File: config.mk
export PLATFORM = sky130hd
export DESIGN_NAME = sdfc_filter_ctrl
export DESIGN_NICKNAME = d
export VERILOG_FILES = /design/src/rtl/sdfc_pkg.sv /design/src/rtl/sdfc_filter_ctrl.sv /design/src/rtl/sdfc_rate_gen.sv
export SDC_FILE = /design/constraint.sdc
export NUM_CORES = 1
export LEC_CHECK = 0
export BUFFER_PORTS_ARGS = -buffer_cell sky130_fd_sc_hd__buf_2
export CORE_MARGIN = 2
export CORE_UTILIZATION = 59
export CTS_CLUSTER_DIAMETER = 50
export DETAILED_ROUTE_END_ITERATION = 16
export PLACE_DENSITY = 0.75
export SYNTH_ARGS = -nofsm -noshare
export SYNTH_HDL_FRONTEND = slang
export SYNTH_SLANG_ARGS = --single-unit
File: constraint.sdc
create_clock -name sys_clk -period 7.8 [get_ports sys_clk]
set_input_delay 0 -clock sys_clk [delete_from_list [all_inputs] [get_ports sys_clk]]
set_output_delay 0 -clock sys_clk [all_outputs]
set_load 0.05 [all_outputs]
File: src/rtl/sdfc_pkg.sv
// shared constants for the sigma-delta decimation filter control block
package sdfc_pkg;

  // register bus
  localparam int          ADDR_W          = 32;
  localparam int          DATA_W          = 16;
  localparam logic [31:0] FLT_CTRL_ADDR   = 32'hffff0518;
  localparam logic [31:0] FLT_STATUS_ADDR = 32'hffff0524;
  localparam logic [31:0] FLT_PERIOD_ADDR = 32'hffff0528;
  localparam logic [15:0] FLT_CTRL_RESET  = 16'h0007;

  // control register fields
  localparam int CHOP_BIT   = 15;
  localparam int RAVG_BIT   = 14;
  localparam int AF_MSB     = 13;
  localparam int AF_LSB     = 8;
  localparam int SECOND_NOTCH_BIT = 7;
  localparam int SF_MSB     = 6;
  localparam int SF_LSB     = 0;

  // status register fields
  localparam int STAT_READY_BIT   = 0;
  localparam int STAT_SETTLE_BIT  = 1;
  localparam int STAT_ILLEGAL_BIT = 2;
  localparam int STAT_LP_BIT      = 3;
  localparam int STAT_STATE_LSB   = 4;

  // modulator clock rates and sinc3 arithmetic
  localparam longint SYS_HZ         = 250000000;
  localparam longint MOD_HZ_NORM    = 512000;
  localparam longint MOD_HZ_LP      = 131000;
  localparam int     PHASE_W        = 32;
  localparam logic [31:0] INC_NORM  = 32'((MOD_HZ_NORM << PHASE_W) / SYS_HZ);
  localparam logic [31:0] INC_LP    = 32'((MOD_HZ_LP << PHASE_W) / SYS_HZ);
  localparam int     PERIOD_W       = 24;
  localparam logic [6:0]  SF_MAX_FORMULA = 7'h7d;
  localparam logic [6:0]  SF_FORCE_60    = 7'h7e;
  localparam logic [6:0]  SF_FORCE_50    = 7'h7f;
  localparam logic [7:0]  SINC_OSR       = 8'h40;
  localparam logic [6:0]  AF_OFFSET      = 7'h03;
  localparam logic [1:0]  CHOP_EXTRA     = 2'h3;
  localparam longint FORCED_A_HZ    = 60;
  localparam longint FORCED_B_HZ    = 50;
  localparam logic [PERIOD_W-1:0] PERIOD_60 = PERIOD_W'(MOD_HZ_NORM / FORCED_A_HZ);
  localparam logic [PERIOD_W-1:0] PERIOD_50 = PERIOD_W'(MOD_HZ_NORM / FORCED_B_HZ);
  localparam longint MIN_RATE_NORM_HZ = 4;
  localparam longint MIN_RATE_LP_HZ   = 1;
  localparam logic [PERIOD_W-1:0] MAX_PERIOD_NORM = PERIOD_W'(MOD_HZ_NORM / MIN_RATE_NORM_HZ);
  localparam logic [PERIOD_W-1:0] MAX_PERIOD_LP   = PERIOD_W'(MOD_HZ_LP / MIN_RATE_LP_HZ);

  // settling, in output periods
  localparam logic [2:0] SETTLE_PLAIN = 3'h3;
  localparam logic [2:0] SETTLE_AVG   = 3'h1;
  localparam logic [2:0] SETTLE_CHOP  = 3'h2;

  // allowed decimation/averaging pairings
  localparam logic [6:0] SF_LIMIT_ANY = 7'h1f;
  localparam logic [6:0] SF_LIMIT_MID = 7'h3f;
  localparam logic [5:0] AF_LIMIT_MID = 6'h07;

  // startup delay before the first result
  localparam int WAKE_US     = 60;
  localparam int WAKE_CYCLES = int'((longint'(WAKE_US) * SYS_HZ + 999999) / 1000000);
  localparam int WAKE_W      = 16;

  typedef enum logic [1:0] {
    ST_IDLE   = 2'b00,
    ST_WAKE   = 2'b01,
    ST_SETTLE = 2'b10,
    ST_RUN    = 2'b11
  } sdfc_state_t;

endpackage

File: src/rtl/sdfc_filter_ctrl.sv
// decimation filter control: config register, output timing, settling and ready
`timescale 1ns/1ns

// Overview of operation
// - any control write resets both converters
// - chop bit chops every active converter
// - chop with zero averaging triples period
// - bit 14 enables running average of two
// - chopping forces running average on
// - running average bit adds one settling period when not chopping
// - bits 13..8 set averaging postfilter factor
// - averaging multiplies period by three plus factor
// - bit 7 adds second sinc3 notch
// - bits 6..0 set sinc3 decimation period
// - decimation 126 gives 60 Hz, 127 50 Hz, at the normal modulator clock
// - chopped period adds three modulator clocks
// - settling periods depend on averaging mode
// - extra 60 us before first result
// - slowest rate 4 Hz, low power 1 Hz
// - low power uses 131 kHz modulator clock
module sdfc_filter_ctrl #(
  parameter int WAKE_CNT = sdfc_pkg::WAKE_CYCLES,
  parameter int NUM_CH   = 2
) (
  // clock and reset
  input  wire logic                          sys_clk,
  input  wire logic                          rstn,
  // register port
  input  wire logic [sdfc_pkg::ADDR_W-1:0]   regAddr,
  input  wire logic [sdfc_pkg::DATA_W-1:0]   regWdata,
  input  wire logic                          regWr,
  input  wire logic                          regRd,
  output logic      [sdfc_pkg::DATA_W-1:0]   regRdata,
  // converter enables and power mode
  input  wire logic [NUM_CH-1:0]             chEnable,
  input  wire logic                          lowPower,
  // filter configuration to the datapath
  output logic                               convReset,
  output logic      [NUM_CH-1:0]             chopEn,
  output logic                               runAvgEn,
  output logic      [5:0]                    averagingFactor,
  output logic                               secondNotch,
  output logic      [6:0]                    decimationFactor,
  output logic      [sdfc_pkg::PERIOD_W-1:0] periodTicks,
  // result timing
  output logic      [NUM_CH-1:0]             resultStrobe,
  output logic      [NUM_CH-1:0]             dataReady,
  output logic                               comboIllegal
);
  import sdfc_pkg::*;

  typedef struct packed {
    logic [15:0]         ctrl;
    sdfc_state_t         state;
    logic [WAKE_W-1:0]   wakeCnt;
    logic [PERIOD_W-1:0] periodCnt;
    logic [2:0]          settleCnt;
    logic                ready;
    logic                convReset;
    logic [NUM_CH-1:0]   chopEn;
    logic                runAvgEn;
    logic [5:0]          avgFactor;
    logic                notch;
    logic [6:0]          decim;
    logic [PERIOD_W-1:0] period;
    logic [2:0]          settle;
    logic [NUM_CH-1:0]   strobe;
    logic [NUM_CH-1:0]   chReady;
    logic                illegal;
    logic [15:0]         rdata;
  } sdfc_regs_t;

  sdfc_regs_t q_r;
  sdfc_regs_t q_nxt;
  logic       modTick;

  localparam logic [WAKE_W-1:0] WAKE_LAST = WAKE_W'(WAKE_CNT - 1);

  // modulator clock, slowed in low power
  sdfc_rate_gen #(
    .ACC_W  (PHASE_W),
    .INC_HI (INC_NORM),
    .INC_LO (INC_LP)
  ) u_rate (
    .sys_clk  (sys_clk),
    .rstn     (rstn),
    .lowPower (lowPower),
    .modTick  (modTick)
  );

  // output period in modulator ticks
  function automatic logic [PERIOD_W-1:0] calcPeriod(input logic [15:0] c,
                                                      input logic       lp);
    logic [6:0]          sf;
    logic [5:0]          af;
    logic [PERIOD_W-1:0] base;
    logic [PERIOD_W-1:0] p;
    logic [PERIOD_W-1:0] lim;
    sf = c[SF_MSB:SF_LSB];
    af = c[AF_MSB:AF_LSB];
    if (sf == SF_FORCE_60) begin
      base = PERIOD_60;
    end else if (sf == SF_FORCE_50) begin
      base = PERIOD_50;
    end else begin
      base = PERIOD_W'((PERIOD_W'(sf) + 1'b1) * PERIOD_W'(SINC_OSR));
    end
    if (c[CHOP_BIT]) begin
      p = PERIOD_W'(base * PERIOD_W'(7'(af) + AF_OFFSET)) + PERIOD_W'(CHOP_EXTRA);
    end else if (af != 6'h00) begin
      p = PERIOD_W'(base * PERIOD_W'(7'(af) + AF_OFFSET));
    end else begin
      p = base;
    end
    lim = lp ? MAX_PERIOD_LP : MAX_PERIOD_NORM;
    if (p > lim) begin
      p = lim;
    end
    return p;
  endfunction

  // settling, in output periods
  function automatic logic [2:0] calcSettle(input logic [15:0] c);
    logic [2:0] s;
    if (c[CHOP_BIT]) begin
      s = SETTLE_CHOP;
    end else if (c[AF_MSB:AF_LSB] != 6'h00) begin
      s = SETTLE_AVG + 3'(c[RAVG_BIT]);
    end else begin
      s = SETTLE_PLAIN + 3'(c[RAVG_BIT]);
    end
    return s;
  endfunction

  // pairing check of decimation against averaging
  function automatic logic calcIllegal(input logic [15:0] c);
    logic [6:0] sf;
    logic [5:0] af;
    sf = c[SF_MSB:SF_LSB];
    af = c[AF_MSB:AF_LSB];
    if (sf <= SF_LIMIT_ANY) begin
      return 1'b0;
    end else if (sf <= SF_LIMIT_MID) begin
      return af > AF_LIMIT_MID;
    end else begin
      return af != 6'h00;
    end
  endfunction

  always_comb begin
    logic anyActive;
    logic periodEnd;
    anyActive = |chEnable;
    periodEnd = 1'b0;
    q_nxt = q_r;
    q_nxt.convReset = 1'b0;
    q_nxt.strobe = '0;

    // configuration derived from the control word
    for (int i = 0; i < NUM_CH; i++) begin
      q_nxt.chopEn[i] = q_r.ctrl[CHOP_BIT] & chEnable[i];
    end
    q_nxt.runAvgEn = q_r.ctrl[RAVG_BIT] | q_r.ctrl[CHOP_BIT];
    q_nxt.avgFactor = q_r.ctrl[AF_MSB:AF_LSB];
    q_nxt.notch = q_r.ctrl[SECOND_NOTCH_BIT];
    q_nxt.decim = q_r.ctrl[SF_MSB:SF_LSB];
    q_nxt.period = calcPeriod(q_r.ctrl, lowPower);
    q_nxt.settle = calcSettle(q_r.ctrl);
    q_nxt.illegal = calcIllegal(q_r.ctrl);

    // output period counting on modulator ticks
    if (modTick) begin
      if (q_r.periodCnt >= q_r.period - 1'b1) begin
        periodEnd = 1'b1;
      end
    end

    case (q_r.state)
      ST_IDLE: begin
        q_nxt.ready = 1'b0;
        if (anyActive) begin
          q_nxt.state = ST_WAKE;
          q_nxt.wakeCnt = '0;
        end
      end
      ST_WAKE: begin
        if (q_r.wakeCnt >= WAKE_LAST) begin
          q_nxt.state = ST_SETTLE;
          q_nxt.periodCnt = '0;
          q_nxt.settleCnt = '0;
        end else begin
          q_nxt.wakeCnt = q_r.wakeCnt + 1'b1;
        end
      end
      ST_SETTLE: begin
        if (modTick) begin
          q_nxt.periodCnt = q_r.periodCnt + 1'b1;
        end
        if (periodEnd) begin
          q_nxt.periodCnt = '0;
          q_nxt.settleCnt = q_r.settleCnt + 1'b1;
          if (q_r.settleCnt >= q_r.settle - 1'b1) begin
            q_nxt.state = ST_RUN;
            q_nxt.ready = 1'b1;
            q_nxt.strobe = chEnable;
          end
        end
      end
      ST_RUN: begin
        if (modTick) begin
          q_nxt.periodCnt = q_r.periodCnt + 1'b1;
        end
        if (periodEnd) begin
          q_nxt.periodCnt = '0;
          q_nxt.strobe = chEnable;
        end
      end
      default: begin
        q_nxt.state = ST_IDLE;
      end
    endcase

    // all converters off: back to idle, drop ready and result strobes
    if (!anyActive) begin
      q_nxt.state = ST_IDLE;
      q_nxt.ready = 1'b0;
      q_nxt.strobe = '0;
    end

    // control write restarts both converters from scratch
    if (regWr && regAddr == FLT_CTRL_ADDR) begin
      q_nxt.ctrl = regWdata;
      q_nxt.convReset = 1'b1;
      q_nxt.state = anyActive ? ST_WAKE : ST_IDLE;
      q_nxt.wakeCnt = '0;
      q_nxt.periodCnt = '0;
      q_nxt.settleCnt = '0;
      q_nxt.ready = 1'b0;
      q_nxt.strobe = '0;
    end

    q_nxt.chReady = q_nxt.ready ? chEnable : '0;

    // read data valid the cycle after the strobe only
    q_nxt.rdata = '0;
    if (regRd) begin
      case (regAddr)
        FLT_CTRL_ADDR: begin
          q_nxt.rdata = q_r.ctrl;
        end
        FLT_STATUS_ADDR: begin
          q_nxt.rdata[STAT_READY_BIT] = q_r.ready;
          q_nxt.rdata[STAT_SETTLE_BIT] = (q_r.state == ST_WAKE) ||
                                         (q_r.state == ST_SETTLE);
          q_nxt.rdata[STAT_ILLEGAL_BIT] = q_r.illegal;
          q_nxt.rdata[STAT_LP_BIT] = lowPower;
          q_nxt.rdata[STAT_STATE_LSB+1:STAT_STATE_LSB] = q_r.state;
        end
        FLT_PERIOD_ADDR: begin
          q_nxt.rdata = (q_r.period > PERIOD_W'(16'hffff)) ? 16'hffff :
                        q_r.period[15:0];
        end
        default: begin
          q_nxt.rdata = '0;
        end
      endcase
    end
  end

  always_ff @(posedge sys_clk or negedge rstn) begin
    if (!rstn) begin
      q_r <= '0;
      q_r.ctrl <= FLT_CTRL_RESET;
      q_r.state <= ST_IDLE;
      q_r.settle <= SETTLE_PLAIN;
    end else begin
      q_r <= q_nxt;
    end
  end

  assign regRdata         = q_r.rdata;
  assign convReset        = q_r.convReset;
  assign chopEn           = q_r.chopEn;
  assign runAvgEn         = q_r.runAvgEn;
  assign averagingFactor  = q_r.avgFactor;
  assign secondNotch      = q_r.notch;
  assign decimationFactor = q_r.decim;
  assign periodTicks      = q_r.period;
  assign resultStrobe     = q_r.strobe;
  assign dataReady        = q_r.chReady;
  assign comboIllegal     = q_r.illegal;

endmodule

File: src/rtl/sdfc_rate_gen.sv
// fractional divider making the modulator-rate tick from the system clock
`timescale 1ns/1ns
module sdfc_rate_gen #(
  parameter int                        ACC_W   = sdfc_pkg::PHASE_W,
  parameter logic [sdfc_pkg::PHASE_W-1:0] INC_HI = sdfc_pkg::INC_NORM,
  parameter logic [sdfc_pkg::PHASE_W-1:0] INC_LO = sdfc_pkg::INC_LP
) (
  // clock and reset
  input  wire logic sys_clk,
  input  wire logic rstn,
  // rate select
  input  wire logic lowPower,
  // modulator tick
  output logic      modTick
);
  import sdfc_pkg::*;

  typedef struct packed {
    logic [ACC_W-1:0] phase;
    logic             tick;
  } sdfc_rg_t;

  sdfc_rg_t q_r;
  sdfc_rg_t q_nxt;

  always_comb begin
    logic [ACC_W:0] sum;
    sum = '0;
    q_nxt = q_r;
    sum = {1'b0, q_r.phase} + {1'b0, (lowPower ? INC_LO : INC_HI)};
    q_nxt.phase = sum[ACC_W-1:0];
    q_nxt.tick = sum[ACC_W];
  end

  always_ff @(posedge sys_clk or negedge rstn) begin
    if (!rstn) begin
      q_r <= '0;
    end else begin
      q_r <= q_nxt;
    end
  end

  assign modTick = q_r.tick;

endmodule

==> out/metrics.yaml, run 1 <==
maxCapViolCount: 0
p_int_mw: 1.71
switching_share_pct: 33.4
slew_headroom_pct: 15.9
die_h_um: 150
crit_path_max_fanout: 17
fin_cells: 1714
leakagePower_nw: 6.93
wl_met3_um: 1670
cts_sinks: 161
met2_wirelength_um: 14500
placed_cell_area_um2: 13000
grt_max_degree: 88
cts_tree: "built"
fmax_mhz: 137
synth_ff_type: "dfrtp_1"
vias: 10300
critPathSlowestCell: "dfstp_2"
drive_gt1_share_pct: 16.3
antenna_found_initial: 0
clk_pin_slew_worst_paths_ns: 0.07
syn_inst: 1343
hold_violations: 0
end_kind: "flip-flop"
wl_per_cell_um: 18.1
critical_path.top_delay_family: "adder cells"
cts_buffers: 17
cts-htree-levels: 4
first_global_vias: 10300
core.rowCount: 53
path_buf_inv: 2
drt_first_pass_iters: 5
clockBufferDepth: 2
io_buffers: 117
async_flop_share_pct: 100
dp_cells: 1662
worstMarginPinSlew_ns: 1.26
peakVddDrop_uv: 163
critPathRequiredTime_ns: 8.11
p_clk_share_pct: 34.7
fin_area_um2: 13800
synth_edf_count: 0
ys_seq_area_share_pct: 32.3
status: "completed"
skew_ns: 0.0106
min_period_over_period_pct: 93.7
cp.arrival_ns: 7.62
place_hpwl_um: 23000
path_class: "reg -> reg"
ys_seq_elements: 161
cts_root_buffer: "clkbuf_16"
fin_setup_tns_ns: 0
ys_types: 90
power.switching_uw: 859
finalMaxSlewViolations: 0
avgSynthCellArea_um2: 9.31
core_area_um2: 20900
pwr-share-comb_pct: 26.1
globalplace.congestion: 0.923
dr.max_layer_used: "met4"
fp.dieW_um: 150
yosys_warnings: 0
wl_um: 31000
fin_crit_ns: 7.31
clkLatencyLatePin_ns: 0.43
start_util_pct: 59.8
num_antenna_cells: 0
grtUsageTotal_pct: 29.4
routed_via_density: 5.99
wl_met1_um: 13600
power_density_nw_per_um2: 186
dieArea_um2: 22400
grt_pass1_wl_um: 52200
max_stage_delay_ns: 0.58
fin_nets: 1632
netlist_area_um2: 12500
timing.critical_path.mode_cell: "fa_1"
critPathLaunchType: "flip-flop"
seq_power_share_pct: 39.2
hp-class: "in -> reg"
first_iter_violations: 591
area_growth_pct: 10.3
io_pins: 118
final_cell_mix: "156 x dfrtp_1, 123 x nor2_1, 116 x buf_2, 111 x ha_1, 94 x nand2_1"
grt_overflow_total: 0
final_common_cell: "dfrtp_1"
final_antenna_net_count: 0
drc: 0
post-cts-setup-buffer-count: 0
rsz0062_at_grt: "false"
finalSetupViolations: 0
==> flip-flops by register name, indices dropped and copies added (netlist names), 2 cells and up <==
register and cells:
resultStrobe 2, regRdata 16, q_r 51, dataReady 2
averagingFactor 6, q_nxt 14, u_rate.q_r 32, chopEn 2
periodTicks 24, decimationFactor 7
==> cell type report <==
class                   count  area, um2
multi-input cells        1013       7610
clock inverters            12        145
repair buffers            146        860
inverters                  87        327
well taps                 275        344
clock buffers              20        467
fillers                  1705       7100
flip-flops and latches    161       4040
==> kinds of logic after synthesis <==
logic type | synth area share (%)
compound gates | 15.2
xor+xnor | 6.07
fa+ha+maj | 17.6
buf+inv | 7.12
flops | 32.3
mux | 2.06
other cells | 0.0300
simple gates | 19.7
==> power by group through the flow <==
stage,registers [mW],logic (mW),clock network [mW]
5_1_grt,1.02,0.758,0.934
3_3_place_gp,1.02,0.628,0
4_1_cts,1.01,0.665,0.897
6_report,1.01,0.671,0.891
3_5_place_dp,1.02,0.650,0
2_1_floorplan,1.00,0.516,0
==> synthesized netlist by cell type, drive strengths merged (5+ instances only) <==
| cell type | n | area [um2] |
|---|---|---|
| o31ai | 7 | 66.3 |
| nand3 | 36 | 185 |
| nor3b | 20 | 150 |
| inv | 85 | 319 |
| a21o | 42 | 315 |
| a21boi | 13 | 97.6 |
| dfstp | 5 | 131 |
| o31a | 5 | 43.8 |
| dfrtp | 156 | 3900 |
| xnor2 | 57 | 522 |
| mux2 | 19 | 218 |
| o21ai | 79 | 403 |
| a21oi | 40 | 204 |
| and4 | 5 | 43.8 |
| o211ai | 7 | 57.6 |
| ha | 111 | 1390 |
| buf | 60 | 458 |
| nor4 | 5 | 31.3 |
| xor2 | 27 | 236 |
| nor2b | 11 | 68.8 |
| and3 | 28 | 180 |
| or2 | 25 | 156 |
| a31oi | 17 | 106 |
| nand2b | 17 | 106 |
| a211oi | 17 | 138 |
| o21a | 5 | 37.5 |
| or3 | 18 | 113 |
| nand2 | 94 | 353 |
| fa | 40 | 801 |
| nor2 | 127 | 479 |
| nand4 | 25 | 178 |
| nor3 | 35 | 186 |
| and2 | 9 | 56.3 |
| clkbuf | 28 | 105 |
==> metal layers <==
layer	global-route usage [%]	vias up
li1	-	4840
met1	38.7	5037
met2	47.7	308
met3	4.91	81
met4	12.9	0
met5	0	-
==> worst paths after layout <==
kind | startpoint | end | slack [ns] | depth (start not counted)
setup reg to reg | q_nxt[48] | periodTicks[16] | 0.49 | 26
min in group asynchronous | rstn | periodTicks[21] | 0.19 | 2
hold / removal | regAddr[3] | regRdata[2] | 0.04 | 4
max in group asynchronous | rstn | q_r[107] | 6.13 | 3
setup / recovery | q_nxt[48] | periodTicks[16] | 0.49 | 26
hold reg to reg | q_nxt[55] | secondNotch | 0.41 | 0
==> worst reg2reg max path, stage by stage (launching register included) <==
cell	delay (ns)
dfstp_2	0.58
ha_1	0.26
and3_1	0.25
a21oi_1	0.12
nor2_2	0.25
nor2_1	0.11
fa_1	0.56
fa_1	0.44
fa_1	0.54
inv_1	0.05
fa_1	0.53
inv_1	0.05
ha_1	0.40
o21ai_0	0.18
or2_2	0.32
nand2_1	0.19
xnor2_1	0.15
nor2_1	0.05
a31o_2	0.23
ha_1	0.30
a21oi_1	0.20
nand4_1	0.13
a41oi_1	0.28
a2111oi_2	0.09
a21oi_2	0.19
nand4_4	0.28
or3_1	0.44
==> repair_timing <==
item                                   in CTS  in global routing
setup endpoints to repair                   0                  9
resized for setup                           0                  6
endpoints found under the hold margin     115                  0
hold buffers                               20                  0
==> through the flow <==
stage | setup WS (ns) | utilization [%] | hold WS, ns | power [mW]
3_3_place_gp | 0.598 | 62.1 | 0.121 | 1.64
3_5_place_dp | 0.399 | 62.1 | 0.118 | 1.67
2_1_floorplan | 0.847 | - | -0.296 | 1.52
6_report | 0.493 | 66.0 | 0.0424 | 2.57
5_1_grt | 0.0367 | 66.0 | 0.0832 | 2.71
4_1_cts | 0.311 | 65.9 | 0.0307 | 2.57
No activity file was read; power rests on OpenSTA's default activity.
==> run 2: changes to the inputs <==
--- a/config.mk
+++ b/config.mk
@@ -6,6 +6,7 @@
 export NUM_CORES = 1
 export LEC_CHECK = 0
 export BUFFER_PORTS_ARGS = -buffer_cell sky130_fd_sc_hd__buf_2
+export CAP_MARGIN = 20
 export CORE_MARGIN = 2
 export CORE_UTILIZATION = 59
 export CTS_CLUSTER_DIAMETER = 50
==> constraint.sdc (replaced) <==
create_clock -name sys_clk -period 8.3 [get_ports sys_clk]
set_input_delay 0 -clock sys_clk [delete_from_list [all_inputs] [get_ports sys_clk]]
set_output_delay 0 -clock sys_clk [all_outputs]
set_load 0.05 [all_outputs]
==> run 2 against run 1 <==
  * Largest power group unchanged
  * Count of clock-buffer cells in the layout is 3 lower
  * Non-clock buffer count fell by 2
  * Clock skew increased by 0.0046 ns
  * Register-to-register slack improved by 0.13 ns
  * Combinational power shrank 4.6%
  * Routed wire length shrank 3.5%
  * Sequential cell count did not move
  * First-iteration DRC count rose by 16%
  * Total power is 6.2% lower
  * Final cell count down 0.12%
  * Worst setup slack improved by 0.13 ns
  * Sequential share of layout area about the same
==> out/metrics.yaml, run 2 (synthesis gave the netlist of run 1 again) <==
hold_slack_ns: 0.0388
num_antenna_cells: 0
skew_ns: 0.0152
crit_path_max_fanout: 17
cts_tree: "built"
wl_um: 29900
hold_violations: 0
first_global_vias: 9985
cts_hold_buf: 20
final_antenna_net_count: 0
routed_via_density: 5.94
antenna_found_initial: 0
slew_headroom_pct: 28.7
clk_pin_slew_worst_paths_ns: 0.07
placed_cell_area_um2: 12900
grtUsageTotal_pct: 28.3
p_clk_share_pct: 34.2
switching_share_pct: 34.2
vias: 10200
clkLatencyLatePin_ns: 0.44
wl_per_cell_um: 17.4
grt_pass1_wl_um: 50200
cts_buffers: 17
rsz0062_at_grt: "false"
cp.arrival_ns: 7.99
fin_area_um2: 13800
core_area_um2: 20900
io_buffers: 117
min_period_over_period_pct: 92.5
fmax_mhz: 130
cts-htree-levels: 4
dieArea_um2: 22400
end_kind: "flip-flop"
clockBufferDepth: 2
leakagePower_nw: 6.94
fin_crit_ns: 7.67
first_iter_violations: 688
drc: 0
worstMarginPinSlew_ns: 1.07
power.switching_uw: 825
setup_slack_ns: 0.626
cts_root_buffer: "clkbuf_16"
drt_first_pass_iters: 6
finalSetupViolations: 0
finalPower_mw: 2.41
final_common_cell: "dfrtp_1"
die_h_um: 150
io_pins: 118
status: "completed"
finalMaxSlewViolations: 0
largest_register: "q_r"
seq_power_share_pct: 39.2
fp.dieW_um: 150
drive_gt1_share_pct: 15.9
area_growth_pct: 10.4
critPathRequiredTime_ns: 8.61
grt_max_degree: 85
core.rowCount: 53
pwr-share-comb_pct: 26.6
peakVddDrop_uv: 131
fin_nets: 1630
nFillCells: 1698
place_hpwl_um: 22700
fin_setup_tns_ns: 0
globalplace.congestion: 0.941
cts_sinks: 161
path_class: "reg -> reg"
place_ws_ns: 0.780
p_int_mw: 1.58
largest_reg_flops: 51
post-cts-setup-buffer-count: 0
critPathLaunchType: "flip-flop"
grt_overflow_total: 0
maxCapViolCount: 0
start_util_pct: 59.8
hp-class: "in -> reg"
cts_resized: 0
final_cell_mix: "156 x dfrtp_1, 126 x nor2_1, 116 x buf_2, 111 x ha_1, 94 x nand2_1"
power_density_nw_per_um2: 174
-- run 2: cell count changes in the layout (fill, tap and decap cells not counted), sizes merged --
cell and change:
buf -2, clkinv +6, clkbuf -3, inv +2, clkinvlp -4, bufinv -1
-- run 2: layer usage --
layer	GRT usage, %	share of wire, %	vias up
met3	5.21	5.9	88
met4	11.7	4.0	0
met5	0	0	-
met2	45.4	47	326
li1	-	-	4830
met1	37.8	44	4923
-- run 2: worst max-delay path, stage by stage, from the launching register on --
cell and delay (ns):
dfrtp_1 0.58, inv_1 0.22, ha_1 0.29, xor2_1 0.60, nor2_1 0.13, fa_1 0.53
inv_1 0.05, fa_1 0.47, inv_1 0.05, fa_1 0.54, inv_1 0.06, fa_1 0.53
inv_1 0.04, ha_1 0.34, nand4_1 0.21, nor3_1 0.07, or2_1 0.23, nor2_1 0.44
xnor2_1 0.14, a21oi_1 0.23, ha_1 0.28, nand3_1 0.09, nor3b_1 0.05, a2111oi_0 0.57
a21oi_2 0.14, nand4_4 0.26, mux2_2 0.38
-- run 2: final timing paths --
kind	from	endpoint	slack (ns)	cells past startpoint
max reg2reg	q_nxt[56]	periodTicks[7]	0.63	26
min reg2reg	q_nxt[55]	secondNotch	0.41	0
max	q_nxt[56]	periodTicks[7]	0.63	26
min	regAddr[3]	regRdata[2]	0.04	4
max in group asynchronous	rstn	dataReady[0]	6.64	3
min in group asynchronous	rstn	periodTicks[19]	0.18	2
-- run 2: through the flow --
| step | util (%) | std cells |
|---|---|---|
| finish | 66.1 | 1712 |
| CTS | 66.0 | 1711 |
| floorplan | - | 1349 |
| global placement | 62.0 | 1659 |
| global route | 66.1 | 1712 |
| detailed placement | 62.0 | 1659 |
-- run 2: final cells by class --
| class | instances | area (um2) | share of cell area (%) |
|---|---|---|---|
| multi-input cells | 1013 | 7600 | 55.0 |
| flip-flops and latches | 161 | 4040 | 29.2 |
| repair buffers | 144 | 865 | 6.26 |
| clock buffers | 17 | 425 | 3.08 |
| well taps | 275 | 344 | 2.49 |
| inverters | 87 | 327 | 2.37 |
| clock inverters | 15 | 213 | 1.54 |
-- run 2: power by group through the flow --
| stage | clock network, mW | logic, mW | registers (mW) |
|---|---|---|---|
| floorplan | 0 | 0.485 | 0.942 |
| global placement | 0 | 0.593 | 0.955 |
| detailed placement | 0 | 0.611 | 0.958 |
| CTS | 0.841 | 0.624 | 0.943 |
| global route | 0.871 | 0.726 | 0.956 |
| finish | 0.824 | 0.640 | 0.944 |
==> run 3: changes to the inputs <==
--- a/config.mk
+++ b/config.mk
@@ -8,10 +8,10 @@
 export BUFFER_PORTS_ARGS = -buffer_cell sky130_fd_sc_hd__buf_2
 export CAP_MARGIN = 20
 export CORE_MARGIN = 2
-export CORE_UTILIZATION = 59
+export CORE_UTILIZATION = 26
 export CTS_CLUSTER_DIAMETER = 50
 export DETAILED_ROUTE_END_ITERATION = 16
-export PLACE_DENSITY = 0.75
+export PLACE_DENSITY = 0.37
 export SYNTH_ARGS = -nofsm -noshare
 export SYNTH_HDL_FRONTEND = slang
 export SYNTH_SLANG_ARGS = --single-unit
==> run 3 against run 2 <==
  * Critical path depth fell by 1
  * Routed wire length rose by 24%
  * Clock power barely moved
  * Total power rose by 0.40%
  * First-iteration DRC count fell by 20%
  * Hold slack improved by 0.017 ns
  * Highest routed layer unchanged
  * Worst setup slack got worse by 0.0070 ns
  * Final cell count rose by 20%
  * Utilization fell by 36 points
  * Sequential cell count did not move
  * Via count fell by 2.3%
==> out/metrics.yaml, run 3 (synthesis gave the netlist of run 1 again) <==
final_common_cell: "dfrtp_1"
cp.arrival_ns: 8.01
die_h_um: 223
grt_max_degree: 56
globalplace.congestion: 0.805
slew_headroom_pct: 32.9
vias: 9930
final_antenna_net_count: 0
critPathLaunchType: "flip-flop"
rsz0062_at_grt: "false"
place_hpwl_um: 28700
first_iter_violations: 549
wl_um: 37000
post-cts-setup-buffer-count: 0
end_kind: "flip-flop"
first_global_vias: 10200
placed_cell_area_um2: 13400
dp_cells: 2006
core.rowCount: 80
cts_tree: "built"
power_density_nw_per_um2: 170
drive_gt1_share_pct: 15.9
nFillCells: 5013
critPathRequiredTime_ns: 8.63
startpoint: "q_nxt[56]"
clockBufferDepth: 2
drt_first_pass_iters: 5
status: "completed"
skew_ns: 0.0120
final_cell_mix: "156 x dfrtp_1, 126 x nor2_1, 116 x buf_2, 111 x ha_1, 94 x nand2_1"
clkLatencyLatePin_ns: 0.45
cts_root_buffer: "clkbuf_16"
finalSetupViolations: 0
fin_nets: 1638
grt_pass1_wl_um: 59700
area_growth_pct: 13.9
fin_cells: 2060
crit_path_max_fanout: 17
antenna_found_initial: 1
largest_reg_flops: 51
hp-class: "in -> reg"
reg2reg_from: "q_nxt[56]"
reg2reg_to: "periodTicks[7]"
fin_crit_ns: 7.68
cts-htree-levels: 4
core_area_um2: 47600
cts_sinks: 161
fp.dieW_um: 223
worstMarginPinSlew_ns: 1.00
ff2ff_setup_slack_ns: 0.62
r2r_cells: 25
start_util_pct: 26.2
grtUsageTotal_pct: 15.5
cts_buffers: 17
place_ws_ns: 0.487
dieArea_um2: 49800
fmax_mhz: 130
io_pins: 118
num_antenna_cells: 0
finalMaxSlewViolations: 0
io_buffers: 117
path_class: "reg -> reg"
leakagePower_nw: 6.95
drc: 0
clk_pin_slew_worst_paths_ns: 0.06
wl_per_cell_um: 17.9
finalPower_mw: 2.42
cp-endpoint: "periodTicks[7]"
min_period_over_period_pct: 92.5
fin_setup_tns_ns: 0
maxCapViolCount: 0
setup_slack_ns: 0.619
peakVddDrop_uv: 120
largest_register: "q_r"
hold_violations: 0
grt_overflow_total: 0
routed_via_density: 4.82
fin_area_um2: 14200
-- run 3: report_power, final --
| group | leakage [nW] | switching, mW | internal (mW) |
|---|---|---|---|
| registers | 2.08 | 0.0668 | 0.877 |
| logic | 4.59 | 0.387 | 0.264 |
| clock network | 0.285 | 0.332 | 0.490 |
| total | 6.95 | 0.786 | 1.63 |
-- run 3: timing repair --
action                     4_1_cts  5_1_grt
hold buffers                    21        0
setup endpoints to repair        0        6
hold endpoints to repair        88        0
resized for setup                0        1
-- run 3: per-layer routing --
| metal | track usage (%) | vias up | routed length [um] |
|---|---|---|---|
| li1 | - | 4844 | - |
| met1 | 21.7 | 4913 | 18000 |
| met2 | 25.0 | 145 | 17400 |
| met3 | 2.05 | 28 | 992 |
| met4 | 4.32 | 0 | 578 |
| met5 | 0 | - | 0 |
-- run 3: worst max-delay path: stages (launching register included) --
cell	delay, ns
dfrtp_1	0.37
buf_4	0.18
o21ai_0	0.20
xor2_1	0.81
nor2_1	0.17
fa_1	0.59
fa_1	0.44
fa_1	0.55
inv_1	0.05
fa_1	0.53
inv_1	0.04
ha_1	0.39
o21ai_0	0.17
or2_2	0.31
nand2_1	0.20
xnor2_1	0.15
nor2_1	0.05
a31o_2	0.23
ha_1	0.31
o211ai_1	0.09
o21ai_0	0.16
a41oi_1	0.14
a2111oi_1	0.62
a21oi_2	0.15
nand4_4	0.27
mux2_2	0.37
-- run 3: final cells by class --
class	count	area [um2]	share of cell area, %
repair buffers	152	907	6.37
multi-input cells	1013	7600	53.4
clock buffers	24	472	3.31
well taps	615	769	5.40
clock inverters	8	128	0.896
inverters	87	327	2.29
flip-flops and latches	161	4040	28.3
-- run 3: worst min path at each step --
stage | from | to | slack (ns) | cells past startpoint
CTS | regAddr[3] | regRdata[3] | 0.02 | 5
finish | regAddr[3] | regRdata[3] | 0.06 | 5
global route | regAddr[3] | regRdata[1] | 0.08 | 5
detailed placement | rstn | averagingFactor[2] | 0.01 | 1
global placement | rstn | averagingFactor[2] | 0.02 | 1
floorplan | rstn | averagingFactor[0] | -0.30 | 0
-- run 3: per-stage QoR --
stage | util, % | hold WS [ns]
after global placement | 28.2 | 0.0200
after detailed placement | 28.2 | 0.0133
after CTS | 29.9 | 0.0199
final | 29.9 | 0.0555
after floorplan | - | -0.296
after global routing | 29.9 | 0.0793
